File: src/rtl/reset_seq_consts.vh
// timing, register map and encodings of the reset time-out sequencer
`ifndef RESET_SEQ_CONSTS_VH
`define RESET_SEQ_CONSTS_VH

`define CLK_NS         10
`define RC_PERIOD_NS   1000
`define RC_DIV_CYC     (`RC_PERIOD_NS / `CLK_NS)
`define POWER_UP_TIMER_MS        72
`define POWER_UP_TIMER_TICKS     (`POWER_UP_TIMER_MS * 1000000 / `RC_PERIOD_NS)
`define PLL_MS         2
`define PLL_TICKS      (`PLL_MS * 1000000 / `RC_PERIOD_NS)
`define OST_CYCLES     1024
// 1.5 us wake recovery, held in ns
`define EC_WAKE_NS     1500
`define EC_WAKE_CYC    ((`EC_WAKE_NS + `CLK_NS - 1) / `CLK_NS)
`define MASTER_CLEAR_PIN_FILT_CYC  4
`define TMR_W          24

`define REG_CONFIG     12'h000
`define REG_STATUS     12'h004
`define REG_CAUSE      12'h008

`define CFG_POWER_UP_TIMER_EN    0
`define CFG_BOR_EN     1
`define CFG_MODE_LSB   2
`define CFG_MODE_MSB   4
`define CFG_RESET      5'h0b

`define FLG_BOR        0
`define FLG_POR        1
`define FLG_PD         2
`define FLG_TO         3
`define FLG_RI         4
`define FLAGS_RESET    5'h1c

`define MODE_LP        3'h0
`define MODE_XT        3'h1
`define MODE_HS        3'h2
`define MODE_HS_PLL    3'h3
`define MODE_EC        3'h4
`define MODE_EC_PLL    3'h5
`define MODE_RC        3'h6

`define CAUSE_POR      3'h0
`define CAUSE_PIN      3'h1
`define CAUSE_PIN_SLP  3'h2
`define CAUSE_WDT      3'h3
`define CAUSE_BOR      3'h4
`define CAUSE_INSTR    3'h5
`define CAUSE_STK_FULL 3'h6
`define CAUSE_STK_UNDR 3'h7

`define RESET_VECTOR   16'h0000

`endif

File: src/rtl/pin_noise_filter.v
// noise filter that accepts a pin level only after it stays stable
`timescale 1ns/1ps

module pin_noise_filter #(
  parameter integer FILT_CYCLES = 4,
  parameter integer CNT_W       = 8
) (
  input  wire core_clk,
  input  wire srst,
  input  wire pin_in,
  output reg  pin_filt
);

  localparam [CNT_W-1:0] LIM = FILT_CYCLES[CNT_W-1:0] - 8'h01;

  reg [CNT_W-1:0] stable_cnt_reg;

  // short pulses restart the count and never reach the output
  always @(posedge core_clk) begin
    if (srst) begin
      pin_filt       <= 1'b1;
      stable_cnt_reg <= {CNT_W{1'b0}};
    end else if (pin_in == pin_filt) begin
      stable_cnt_reg <= {CNT_W{1'b0}};
    end else if (stable_cnt_reg == LIM) begin
      pin_filt       <= pin_in;
      stable_cnt_reg <= {CNT_W{1'b0}};
    end else begin
      stable_cnt_reg <= stable_cnt_reg + 8'h01;
    end
  end

endmodule // pin_noise_filter

File: src/rtl/reset_timeout_sequencer.v
// reset source collector and power-up time-out sequencer with apb access
`timescale 1ns/1ps
`include "reset_seq_consts.vh"

module reset_timeout_sequencer #(
  parameter integer RC_DIV      = `RC_DIV_CYC,
  parameter integer POWER_UP_TIMER_TICKS  = `POWER_UP_TIMER_TICKS,
  parameter integer PLL_TICKS   = `PLL_TICKS,
  parameter integer OST_CYCLES  = `OST_CYCLES,
  parameter integer FILT_CYCLES = `MASTER_CLEAR_PIN_FILT_CYC
) (
  input  wire        core_clk,
  input  wire        srst,
  input  wire        psel,
  input  wire        penable,
  input  wire        pwrite,
  input  wire [11:0] paddr,
  input  wire [31:0] pwdata,
  output reg  [31:0] prdata,
  output reg         pready,
  output reg         pslverr,
  input  wire        por_pulse,
  input  wire        brownout_detect,
  input  wire        master_clear_pin_n,
  input  wire        osc_input_pin,
  input  wire        sleep_mode,
  input  wire        watchdog_reset,
  input  wire        watchdog_wake,
  input  wire        int_wake,
  input  wire        reset_instr,
  input  wire        stack_full_reset,
  input  wire        stack_underflow_reset,
  output reg         core_reset_hold,
  output reg         core_wake_stall,
  output reg         core_restart,
  output reg         sfr_init,
  output reg         power_on_init,
  output reg  [15:0] reset_vector
);

  localparam TW = `TMR_W;
  localparam [2:0] ST_RUN  = 3'h0;
  localparam [2:0] ST_POR  = 3'h1;
  localparam [2:0] ST_BOR  = 3'h2;
  localparam [2:0] ST_POWER_UP_TIMER = 3'h3;
  localparam [2:0] ST_OST  = 3'h4;
  localparam [2:0] ST_PLL  = 3'h5;
  localparam [2:0] ST_WREC = 3'h6;

  localparam [TW-1:0] POWER_UP_TIMER_LIM = POWER_UP_TIMER_TICKS[TW-1:0];
  localparam [TW-1:0] PLL_LIM  = PLL_TICKS[TW-1:0];
  localparam [TW-1:0] OST_LIM  = OST_CYCLES[TW-1:0];
  localparam integer  WREC_CYC = `EC_WAKE_CYC;
  localparam [TW-1:0] WREC_LIM = WREC_CYC[TW-1:0];
  localparam [TW-1:0] RC_LIM   = RC_DIV[TW-1:0];

  function reached;
    input [TW-1:0] cnt;
    input [TW-1:0] lim;
    begin
      reached = (cnt + 24'h000001 >= lim);
    end
  endfunction

  function is_crystal;
    input [2:0] mode;
    begin
      is_crystal = (mode == `MODE_LP) || (mode == `MODE_XT) ||
                   (mode == `MODE_HS) || (mode == `MODE_HS_PLL);
    end
  endfunction

  function is_pll;
    input [2:0] mode;
    begin
      is_pll = (mode == `MODE_HS_PLL) || (mode == `MODE_EC_PLL);
    end
  endfunction

  // step after the power-up timer; oscillator count only on por or wake
  function [2:0] after_power_up_timer;
    input [2:0] mode;
    input       osc_ok;
    begin
      if (osc_ok && is_crystal(mode))
        after_power_up_timer = ST_OST;
      else if (osc_ok && is_pll(mode))
        after_power_up_timer = ST_PLL;
      else
        after_power_up_timer = ST_RUN;
    end
  endfunction

  reg [4:0]    cfg_reg;
  reg [4:0]    flags_reg;
  reg [2:0]    cause_reg;
  reg [2:0]    state_reg;
  reg [2:0]    state_next;
  reg [TW-1:0] cnt_reg;
  reg [TW-1:0] cnt_next;
  reg [TW-1:0] rc_div_reg;
  reg          rc_tick_reg;
  reg          wake_reg;
  reg          wake_next;
  reg          por_seq_reg;
  reg          por_seq_next;
  reg          osc_prev_reg;
  reg          por_prev_reg;
  reg          bor_prev_reg;
  reg          master_clear_pin_prev_reg;
  reg          step;
  reg          hold_next;
  reg          stall_next;
  reg          rst_event;
  reg [2:0]    ev_cause;
  reg [4:0]    flags_next;

  wire       master_clear_pin_filt;
  wire [2:0] mode      = cfg_reg[`CFG_MODE_MSB:`CFG_MODE_LSB];
  wire       power_up_timer_en   = cfg_reg[`CFG_POWER_UP_TIMER_EN];
  wire       bor_act   = brownout_detect & cfg_reg[`CFG_BOR_EN];
  wire       master_clear_pin_act  = ~master_clear_pin_filt;
  wire       por_rise  = por_pulse & ~por_prev_reg;
  wire       bor_rise  = bor_act & ~bor_prev_reg;
  wire       master_clear_pin_fall = master_clear_pin_act & ~master_clear_pin_prev_reg;
  wire       osc_rise  = osc_input_pin & ~osc_prev_reg;
  wire       wake_ev   = (watchdog_wake | int_wake) & sleep_mode;
  wire       wr_en     = psel & penable & pwrite & pready;

  // pin is only ever sampled here; no path drives it back
  pin_noise_filter #(
    .FILT_CYCLES (FILT_CYCLES),
    .CNT_W       (8)
  ) u_master_clear_pin_filt (
    .core_clk (core_clk),
    .srst     (srst),
    .pin_in   (master_clear_pin_n),
    .pin_filt (master_clear_pin_filt)
  );

  // internal rc time base, free of the main oscillator
  always @(posedge core_clk) begin
    if (srst) begin
      rc_div_reg  <= {TW{1'b0}};
      rc_tick_reg <= 1'b0;
    end else if (reached(rc_div_reg, RC_LIM)) begin
      rc_div_reg  <= {TW{1'b0}};
      rc_tick_reg <= 1'b1;
    end else begin
      rc_div_reg  <= rc_div_reg + 24'h000001;
      rc_tick_reg <= 1'b0;
    end
  end

  // sequencer next state; the pin level never stops the timers
  always @* begin
    state_next   = state_reg;
    cnt_next     = cnt_reg;
    wake_next    = wake_reg;
    por_seq_next = por_seq_reg;
    step         = 1'b0;
    if (por_pulse) begin
      state_next   = ST_POR;
      cnt_next     = {TW{1'b0}};
      wake_next    = 1'b0;
      por_seq_next = 1'b1;
    end else if (bor_act) begin
      // recurring brown-out wipes a running timer
      state_next   = ST_BOR;
      cnt_next     = {TW{1'b0}};
      wake_next    = 1'b0;
      por_seq_next = 1'b0;
    end else if ((wake_ev || (master_clear_pin_fall && sleep_mode)) &&
                 (state_reg == ST_RUN)) begin
      cnt_next  = {TW{1'b0}};
      wake_next = 1'b1;
      if (is_crystal(mode))
        state_next = ST_OST;
      else if (mode == `MODE_EC_PLL)
        state_next = ST_PLL;
      else if (mode == `MODE_EC)
        state_next = ST_WREC;
      else
        state_next = ST_RUN;
    end else begin
      case (state_reg)
        ST_RUN: begin
          wake_next = 1'b0;
        end
        ST_POR: begin
          // rc mode with timer off falls straight through
          state_next = power_up_timer_en ? ST_POWER_UP_TIMER : after_power_up_timer(mode, 1'b1);
        end
        ST_BOR: begin
          state_next = power_up_timer_en ? ST_POWER_UP_TIMER : ST_RUN;
        end
        ST_POWER_UP_TIMER: begin
          step = rc_tick_reg;
          if (step && reached(cnt_reg, POWER_UP_TIMER_LIM)) begin
            state_next = after_power_up_timer(mode, por_seq_reg);
            cnt_next   = {TW{1'b0}};
          end
        end
        ST_OST: begin
          step = osc_rise;
          if (step && reached(cnt_reg, OST_LIM)) begin
            state_next = is_pll(mode) ? ST_PLL : ST_RUN;
            cnt_next   = {TW{1'b0}};
          end
        end
        ST_PLL: begin
          step = rc_tick_reg;
          if (step && reached(cnt_reg, PLL_LIM)) begin
            state_next = ST_RUN;
            cnt_next   = {TW{1'b0}};
          end
        end
        ST_WREC: begin
          step = 1'b1;
          if (reached(cnt_reg, WREC_LIM)) begin
            state_next = ST_RUN;
            cnt_next   = {TW{1'b0}};
          end
        end
        default: begin
          state_next = ST_POR;
          cnt_next   = {TW{1'b0}};
        end
      endcase
      if (step && state_next == state_reg)
        cnt_next = cnt_reg + 24'h000001;
    end
  end

  // reset event decode and cause flags; highest source first
  always @* begin
    rst_event  = 1'b1;
    ev_cause   = `CAUSE_POR;
    flags_next = flags_reg;
    if (wr_en && paddr == `REG_STATUS)
      flags_next = pwdata[4:0];
    // hardware updates land after the software write, so they win
    if (por_rise) begin
      ev_cause   = `CAUSE_POR;
      flags_next = 5'h1c;
    end else if (bor_rise) begin
      ev_cause   = `CAUSE_BOR;
      flags_next = 5'h1e;
    end else if (master_clear_pin_fall && sleep_mode) begin
      ev_cause = `CAUSE_PIN_SLP;
      flags_next[`FLG_TO] = 1'b1;
      flags_next[`FLG_PD] = 1'b0;
    end else if (master_clear_pin_fall) begin
      ev_cause = `CAUSE_PIN;
    end else if (watchdog_reset) begin
      ev_cause = `CAUSE_WDT;
      flags_next[`FLG_RI] = 1'b1;
      flags_next[`FLG_TO] = 1'b0;
      flags_next[`FLG_PD] = 1'b1;
    end else if (reset_instr) begin
      ev_cause = `CAUSE_INSTR;
      flags_next[`FLG_RI] = 1'b0;
    end else if (stack_full_reset) begin
      ev_cause = `CAUSE_STK_FULL;
    end else if (stack_underflow_reset) begin
      ev_cause = `CAUSE_STK_UNDR;
    end else begin
      rst_event = 1'b0;
      if (wake_ev) begin
        // wake-up is resumption: flags only, no init
        flags_next[`FLG_TO] = ~watchdog_wake;
        flags_next[`FLG_PD] = 1'b0;
      end
    end
  end

  // one merged hold: timers, pin, pulsed sources
  always @* begin
    hold_next  = ((state_next != ST_RUN) && !wake_next) || master_clear_pin_act ||
                 (rst_event && !(ev_cause == `CAUSE_PIN_SLP));
    stall_next = (state_next != ST_RUN) && wake_next && !hold_next;
  end

  always @(posedge core_clk) begin
    if (srst) begin
      state_reg       <= ST_POR;
      cnt_reg         <= {TW{1'b0}};
      wake_reg        <= 1'b0;
      por_seq_reg     <= 1'b1;
      osc_prev_reg    <= 1'b0;
      por_prev_reg    <= 1'b0;
      bor_prev_reg    <= 1'b0;
      master_clear_pin_prev_reg   <= 1'b0;
      flags_reg       <= `FLAGS_RESET;
      cause_reg       <= `CAUSE_POR;
      core_reset_hold <= 1'b1;
      core_wake_stall <= 1'b0;
      core_restart    <= 1'b0;
      sfr_init        <= 1'b0;
      power_on_init   <= 1'b0;
      reset_vector    <= `RESET_VECTOR;
    end else begin
      state_reg       <= state_next;
      cnt_reg         <= cnt_next;
      wake_reg        <= wake_next;
      por_seq_reg     <= por_seq_next;
      osc_prev_reg    <= osc_input_pin;
      por_prev_reg    <= por_pulse;
      bor_prev_reg    <= bor_act;
      master_clear_pin_prev_reg   <= master_clear_pin_act;
      flags_reg       <= flags_next;
      if (rst_event)
        cause_reg <= ev_cause;
      core_reset_hold <= hold_next;
      core_wake_stall <= stall_next;
      // restart from the fixed vector on leaving reset
      core_restart    <= core_reset_hold & ~hold_next;
      reset_vector    <= `RESET_VECTOR;
      // stack resets also reload the designated registers
      sfr_init        <= rst_event;
      // ordinary registers are only scrambled at power-on
      power_on_init   <= por_rise;
    end
  end

  // apb slave: data prepared in setup, answered in the first access cycle
  always @(posedge core_clk) begin
    if (srst) begin
      cfg_reg <= `CFG_RESET;
      prdata  <= 32'h00000000;
      pready  <= 1'b0;
      pslverr <= 1'b0;
    end else begin
      if (wr_en && paddr == `REG_CONFIG)
        cfg_reg <= pwdata[4:0];
      if (psel && !penable) begin
        pready  <= 1'b1;
        pslverr <= 1'b0;
        case (paddr)
          `REG_CONFIG: prdata <= {27'h0000000, cfg_reg};
          `REG_STATUS: prdata <= {27'h0000000, flags_reg};
          `REG_CAUSE:  prdata <= {21'h000000, cnt_reg[TW-1:TW-4],
                                  state_reg, 1'b0, cause_reg};
          default: begin
            prdata  <= 32'h00000000;
            pslverr <= 1'b1;
          end
        endcase
      end else begin
        pready  <= 1'b0;
        pslverr <= 1'b0;
        prdata  <= 32'h00000000;
      end
    end
  end

endmodule // reset_timeout_sequencer

File: config.mk
export PLATFORM = sky130hd
export DESIGN_NAME = reset_timeout_sequencer
export DESIGN_NICKNAME = d
export VERILOG_FILES = /design/src/rtl/pin_noise_filter.v /design/src/rtl/reset_timeout_sequencer.v
export VERILOG_INCLUDE_DIRS = /design/src /design/src/rtl
export SDC_FILE = /design/constraint.sdc
export NUM_CORES = 1
export LEC_CHECK = 0
export ABC_AREA = 1
export BUFFER_PORTS_ARGS = -buffer_cell sky130_fd_sc_hd__buf_2
export CORE_UTILIZATION = 25
export CTS_CLUSTER_SIZE = 28
export DETAILED_ROUTE_END_ITERATION = 7
export GPL_TIMING_DRIVEN = 0
export PLACE_DENSITY = 0.49
export SKIP_CTS_REPAIR_TIMING = 1
export SLEW_MARGIN = 40
export SYNTH_ARGS = -nofsm -noshare
export SYNTH_HDL_FRONTEND = slang
export SYNTH_SLANG_ARGS = --single-unit
File: constraint.sdc
create_clock -name core_clk -period 3.9 [get_ports core_clk]
set_input_delay 0.39 -clock core_clk [delete_from_list [all_inputs] [get_ports core_clk]]
set_output_delay 0.39 -clock core_clk [all_outputs]
set_load 0.005 [all_outputs]
# ---- After elaboration in Yosys (flattened, before gate mapping)
# Cells that the tools add are included.
dict set report op_classes {
  add_sub_neg 3
  n_lt_le_gt_ge 5
  n_eq_ne 22
  n_mux 65
  bitwise 20
  reduce_logical 44
}
# operator n
set ops {}
lappend ops {{2-to-1 mux 24 bit} 5}
lappend ops {{case mux 24 bit (5 select lines)} 1}
lappend ops {{2-to-1 mux 3 bit} 28}
lappend ops {{adder 24 x 1 -> 24 bit, second input constant} 2}
lappend ops {{>= comparator 24 x 11 -> 1 bit, second input constant} 2}
lappend ops {{case mux 11 bit (3 select lines)} 1}
lappend ops {{>= comparator 24 x 17 -> 1 bit, second input constant} 1}
lappend ops {{>= comparator 24 x 7 -> 1 bit, second input constant} 1}
lappend ops {{>= comparator 24 x 8 -> 1 bit, second input constant} 1}
lappend ops {{2-to-1 mux 1 bit} 21}
lappend ops {{case mux 3 bit (7 select lines)} 1}
lappend ops {{== test 3 x 2 -> 1 bit, second input constant} 5}
lappend ops {{== test 3 bit, second input constant} 5}
lappend ops {{logical AND 1 bit} 15}
lappend ops {{== test 12 x 3 -> 1 bit, second input constant} 1}
lappend ops {{== test 12 x 4 -> 1 bit, second input constant} 1}
lappend ops {{zero test 12 bit} 1}
lappend ops {{2-to-1 mux 2 bit} 6}
lappend ops {{inequality test 3 bit, second input constant} 4}
lappend ops {{OR reduction 3 bit} 4}
lappend ops {{bitwise AND 1 bit} 10}
lappend ops {{OR reduction 2 bit} 5}
lappend ops {{inverter 1 bit} 9}
lappend ops {{adder 8 x 1 -> 8 bit, second input constant} 1}
lappend ops {{other kinds (16)} 28}
dict set report word_totals {
  register_bits 119
  in_bits 60
  out_inout_bits 55
  word_cells 185
}

# ---- Depth between registers and ports, before layout
dict set report depth {
  word_depth 20
  mapped_depth 25
  ltp_nobuf 23
}

# ---- By module
# Synthesis repeated with hierarchy kept, for this count alone.
dict set report hier_totals {
  cells_unflattened 818
  hier_area_um2 5791.8
}
# module n_inst cells_per_inst area_each_um2 seq_area_each_um2
set by_module_without_submodules {}
lappend by_module_without_submodules {reset_timeout_sequencer 1 743 5277.6 1781.7}
lappend by_module_without_submodules {pin_noise_filter 1 75 514.2 180.2}

# ---- Worst setup path before layout
# OpenSTA, ideal clock, no wires.
dict set report synth_timing {
  kind {register -> register}
  start {register cnt_reg[0]}
  end {register cnt_reg[8]}
  setup_time_ns 0.071
  t_arrival_ns 2.452
  t_required_ns 3.829
  path_slack_ns 1.377
  path_stages_with_launch 21
  n_path_buf 1
  period_less_slack_ns 2.523
  cell_sequence {dfxtp_1 -> ha_1 -> nand2_1 -> nor2_2 -> nand2_1 -> o21ai_1 -> nand2_1 -> nor2_1 -> nand2_1 -> nor2_2 -> nand2_2 -> nor2_2 -> inv_2 -> nand4_1 -> nand2_1 -> clkinv_1 -> nand2_2 -> nor2_4 -> buf_6 -> nand2_2 -> a21oi_2}
}
dict set report synth_via {
  elab_chain_len 12
  elab_cells_between_ends 25
  classes_between {add/sub (1); order compare (4); eq/ne (6); mux (9); reduce/logical (5)}
}
# item line_no
set synth_lines {}
lappend synth_lines {{start: declaration} reset_timeout_sequencer.v:99} ;# reg [TW-1:0] cnt_reg;
lappend synth_lines {{start signal: assignment} reset_timeout_sequencer.v:287} ;# cnt_reg <= {TW{1'b0}};
lappend synth_lines {{start signal: assignment} reset_timeout_sequencer.v:304} ;# cnt_reg <= cnt_next;
lappend synth_lines {{adder 24 x 1 -> 24 bit (*)} {reset_timeout_sequencer.v:61, reset_timeout_sequencer.v:231}}
lappend synth_lines {{>= comparator 24 x 11 -> 1 bit or >= comparator 24 x 17 -> 1 bit (tied branches)} reset_timeout_sequencer.v:61} ;# reached = (cnt + 24'h000001 >= lim);
lappend synth_lines {{logical AND 1 bit (on tied branches)} {reset_timeout_sequencer.v:213, reset_timeout_sequencer.v:199, reset_timeout_sequencer.v:206}}
lappend synth_lines {{2-to-1 mux 3 bit (on tied branches)} {reset_timeout_sequencer.v:213, reset_timeout_sequencer.v:199, reset_timeout_sequencer.v:206}}
lappend synth_lines {{case mux 3 bit (7 select lines)} reset_timeout_sequencer.v:186} ;# case (state_reg)
lappend synth_lines {{2-to-1 mux 3 bit} reset_timeout_sequencer.v:173} ;# end else if ((wake_ev || (master_clear_pin_fall && sleep_mode)) &&
lappend synth_lines {{2-to-1 mux 3 bit} reset_timeout_sequencer.v:167} ;# end else if (bor_act) begin
lappend synth_lines {{2-to-1 mux 3 bit} reset_timeout_sequencer.v:162} ;# if (por_pulse) begin
lappend synth_lines {{== test 3 bit} reset_timeout_sequencer.v:230} ;# if (step && state_next == state_reg)
lappend synth_lines {{logical AND 1 bit} reset_timeout_sequencer.v:230}
lappend synth_lines {{inequality test 3 bit (no line) or inequality test 2 x 1 -> 1 bit (tied branches)} -}
lappend synth_lines {{AND reduction 5 bit (no line)} -}
# Every way passes the cells marked *; elsewhere a longest branch is shown, timed or not. The select of a mux whose other input is x is not followed.
# A chain may end at the register's enable or synchronous reset.

# ---- Worst setup path after layout
dict set report layout_timing {
  start {register cnt_reg[0]}
  end {register cnt_reg[9]}
}
# The elaborated chain is that of the path after synthesis.

==> run_results.csv <==
group,metric,value,unit
clocking,cts_max_level,3,
synthesis,synth_commonest_cells,"nand2_1, inv_1, nor2_1",
detailed_routing,first_pass_iters,8,
clocking,numCtsBuffers,9,
worst_setup_path,arrival,3.47,ns
synthesis,synth_edf_count,0,
status,violations,"DRC",
finish,diodes,0,
power,internal-power,0.00161,W
grt,grt_max_degree,20,
sta,period_share,83.7,%
flow_run,cap_violations,0,
synthesis,synthFlopType,"dfxtp_1",
place,place.gp.congestion,0.808,
sta,slew_viol_final,0,
sta,relSlewSlack,48.1,%
synthesis,synth_seq_cells,98,
sta,setup_tns,0,ns
detailed_routing,drtIter0Drc,235,
hold_path,min_path_type,"primary input to register",
synthesis,yosysMostFrequentCell,"nand2_1",
sta,finalHoldViolCount,0,
power,swShare,25.6,%
finish,syn_to_final_growth,20.1,%
floorplanning,io-pin-count,115,
synthesis,postSynthAreaPerCell,6.74,µm²
grt,grt_pass1_vias,4474,
detailed_routing,route.vias.total,5066,
detailed_routing,wl_per_cell,10.9,µm
grt,grt_pass1_wl,21600,µm
synthesis,ys_warn_count,0,
synthesis,synth-seq-area-share,35.4,%
finish,fill_cells,2439,
detailed_routing,via_per_inst,4.15,
clocking,clk_path_buf_depth,2,
finish,nets,1001,
worst_setup_path,critical_path_required,4.11,ns
place,dp_hpwl,10700,µm
floorplanning,row_count,54,
clocking,clock_sinks,98,
floorplanning,die-width,151,µm
place,numPortBuffers,49,
power,pwr-share-comb,7.9,%
synthesis,synth_area_leaders,"dfxtp_1, nand2_1, inv_1",
floorplanning,dieArea,22800,µm²
synthesis,yosysTopAreaCellShare,35.4,%
power,seqPwrFrac,48.0,%
detailed_routing,drc,1,
detailed_routing,ant_nets,0,
status,status,"finished with violations",
power,total_power,0.00216,W
sta,setup_viol,0,
synthesis,async_flop_share,0,%
floorplanning,core,21800,µm²
worst_setup_path,critical_path.max_fanout,10,
power,pwr_density_cell,324,nW/µm²
sta,tightestPinTransition,0.779,ns
worst_setup_path,worstSetupEndpointType,"register",
floorplanning,die_h,151,µm
grt,grtUsageTotal,12.1,%
power,p_leak,3.02,nW
synthesis,synth_top_cell_by_area,"dfxtp_1",
floorplanning,start_util,25.5,%
synthesis,syn_area,5550,µm²
grt,overflow,0,
worst_setup_path,start_kind,"register",
finish,drive_gt1_share,17.4,%
synthesis,ys_types,44,
clocking,clk_pin_slew_worst_paths,0.07,ns
clocking,cts_tree,"done",
sta,rsz0062_at_grt,"false",
sta,max_freq,0.306,GHz
sta,finClkSkew,0.00644,ns
synthesis,netlist_instances,823,
power,p_clk_share,44.1,%
power,ir_drop,0.184,mV
clocking,root_buffer,"clkbuf_16",
worst_setup_path,crit_type,"register to register",
power,p_switching,0.000552,W
clocking,clock_latency,0.35,ns
grt,antenna_found_initial,0,
detailed_routing,wirelength,13300,µm
sta,min_period,3.26,ns
[layout make-up]
cell class	count	area (µm²)	share of cell area (%)
buffer	45	324	4.87
timing repair buffer	49	245	3.68
inverter	123	462	6.93
clock buffer	9	225	3.38
multi-input combinational	610	3000	45.0
tap	280	350	5.26
clock inverter	7	93.8	1.41
sequential	98	1960	29.5
[cell families after synthesis]
logic type,count (synthesis),share of synthesized area (%)
DFF,98,35.4
AOI/OAI and AO/OA,83,9.16
xor gates and xnor gates,26,4.24
buffers and inverters,168,14.2
and+or+nand+nor,442,35.9
other,1,0.0676
adders and majority gates,5,1.13
[cell usage in the layout (no fill, tap or decap), types with 28 or more instances in the layout]
cell type	n
a21oi_1	28
buf_2	50
buf_4	39
conb_1	54
dfxtp_1	98
inv_1	118
nand2_1	182
nand3_1	59
nor2_1	99
nor3_1	28
[critical path, stage by stage (launching register included)]
cell and delay [ns]:
dfxtp_1 0.42, ha_1 0.33, nand2_1 0.10, nor2_2 0.16
nand2_1 0.17, xnor2_2 0.25, nand2_1 0.09, nand2_1 0.08
nand2_1 0.05, nand2_1 0.08, nand2_1 0.05, nand2_1 0.15
nand2_1 0.14, nand2_1 0.12, nand4_1 0.40, buf_2 0.35
nand3_1 0.12, a21oi_2 0.05
[power groups by stage]
stage               registers, W  logic [W]  clock network (W)
floorplan                0.00106   0.000122                  0
global placement         0.00106   0.000170                  0
detailed placement       0.00106   0.000170                  0
CTS                      0.00104   0.000171           0.000981
global route             0.00104   0.000196            0.00102
finish                   0.00104   0.000170           0.000952
[metrics by stage]
stage	util, %	setup WS [ns]	hold slack, ns	cells	instance area, µm²
2_1_floorplan	-	1.38	0.418	876	5750
3_3_place_gp	29.1	0.663	0.420	1205	6340
3_5_place_dp	29.1	0.683	0.427	1205	6340
4_1_cts	30.6	0.630	0.273	1221	6660
5_1_grt	30.6	0.302	0.284	1221	6660
6_report	30.6	0.637	0.279	1221	6660
[final timing paths]
path	start	to	slack [ns]	cells after the start
setup / recovery	cnt_reg[0]$_SDFFE_PP0P_	cnt_reg[9]$_SDFFE_PP0P_	0.64	17
hold reg to reg	core_reset_hold$_SDFF_PP1_	core_restart$_SDFF_PP0_	0.43	2
setup reg to reg	cnt_reg[0]$_SDFFE_PP0P_	cnt_reg[9]$_SDFFE_PP0P_	0.64	17
hold / removal	osc_input_pin	osc_prev_reg$_SDFF_PP0_	0.28	3
[per-layer routing]
metal / routed length [µm] / track usage [%] / vias to the layer above
met1: 6570 / 16.1 / 2237
met5: 0 / 0 / -
met2: 6200 / 19.7 / 60
met4: 115 / 2.90 / 0
li1: - / - / 2760
met3: 396 / 2.65 / 9
No activity file was read; power rests on OpenSTA's default activity.
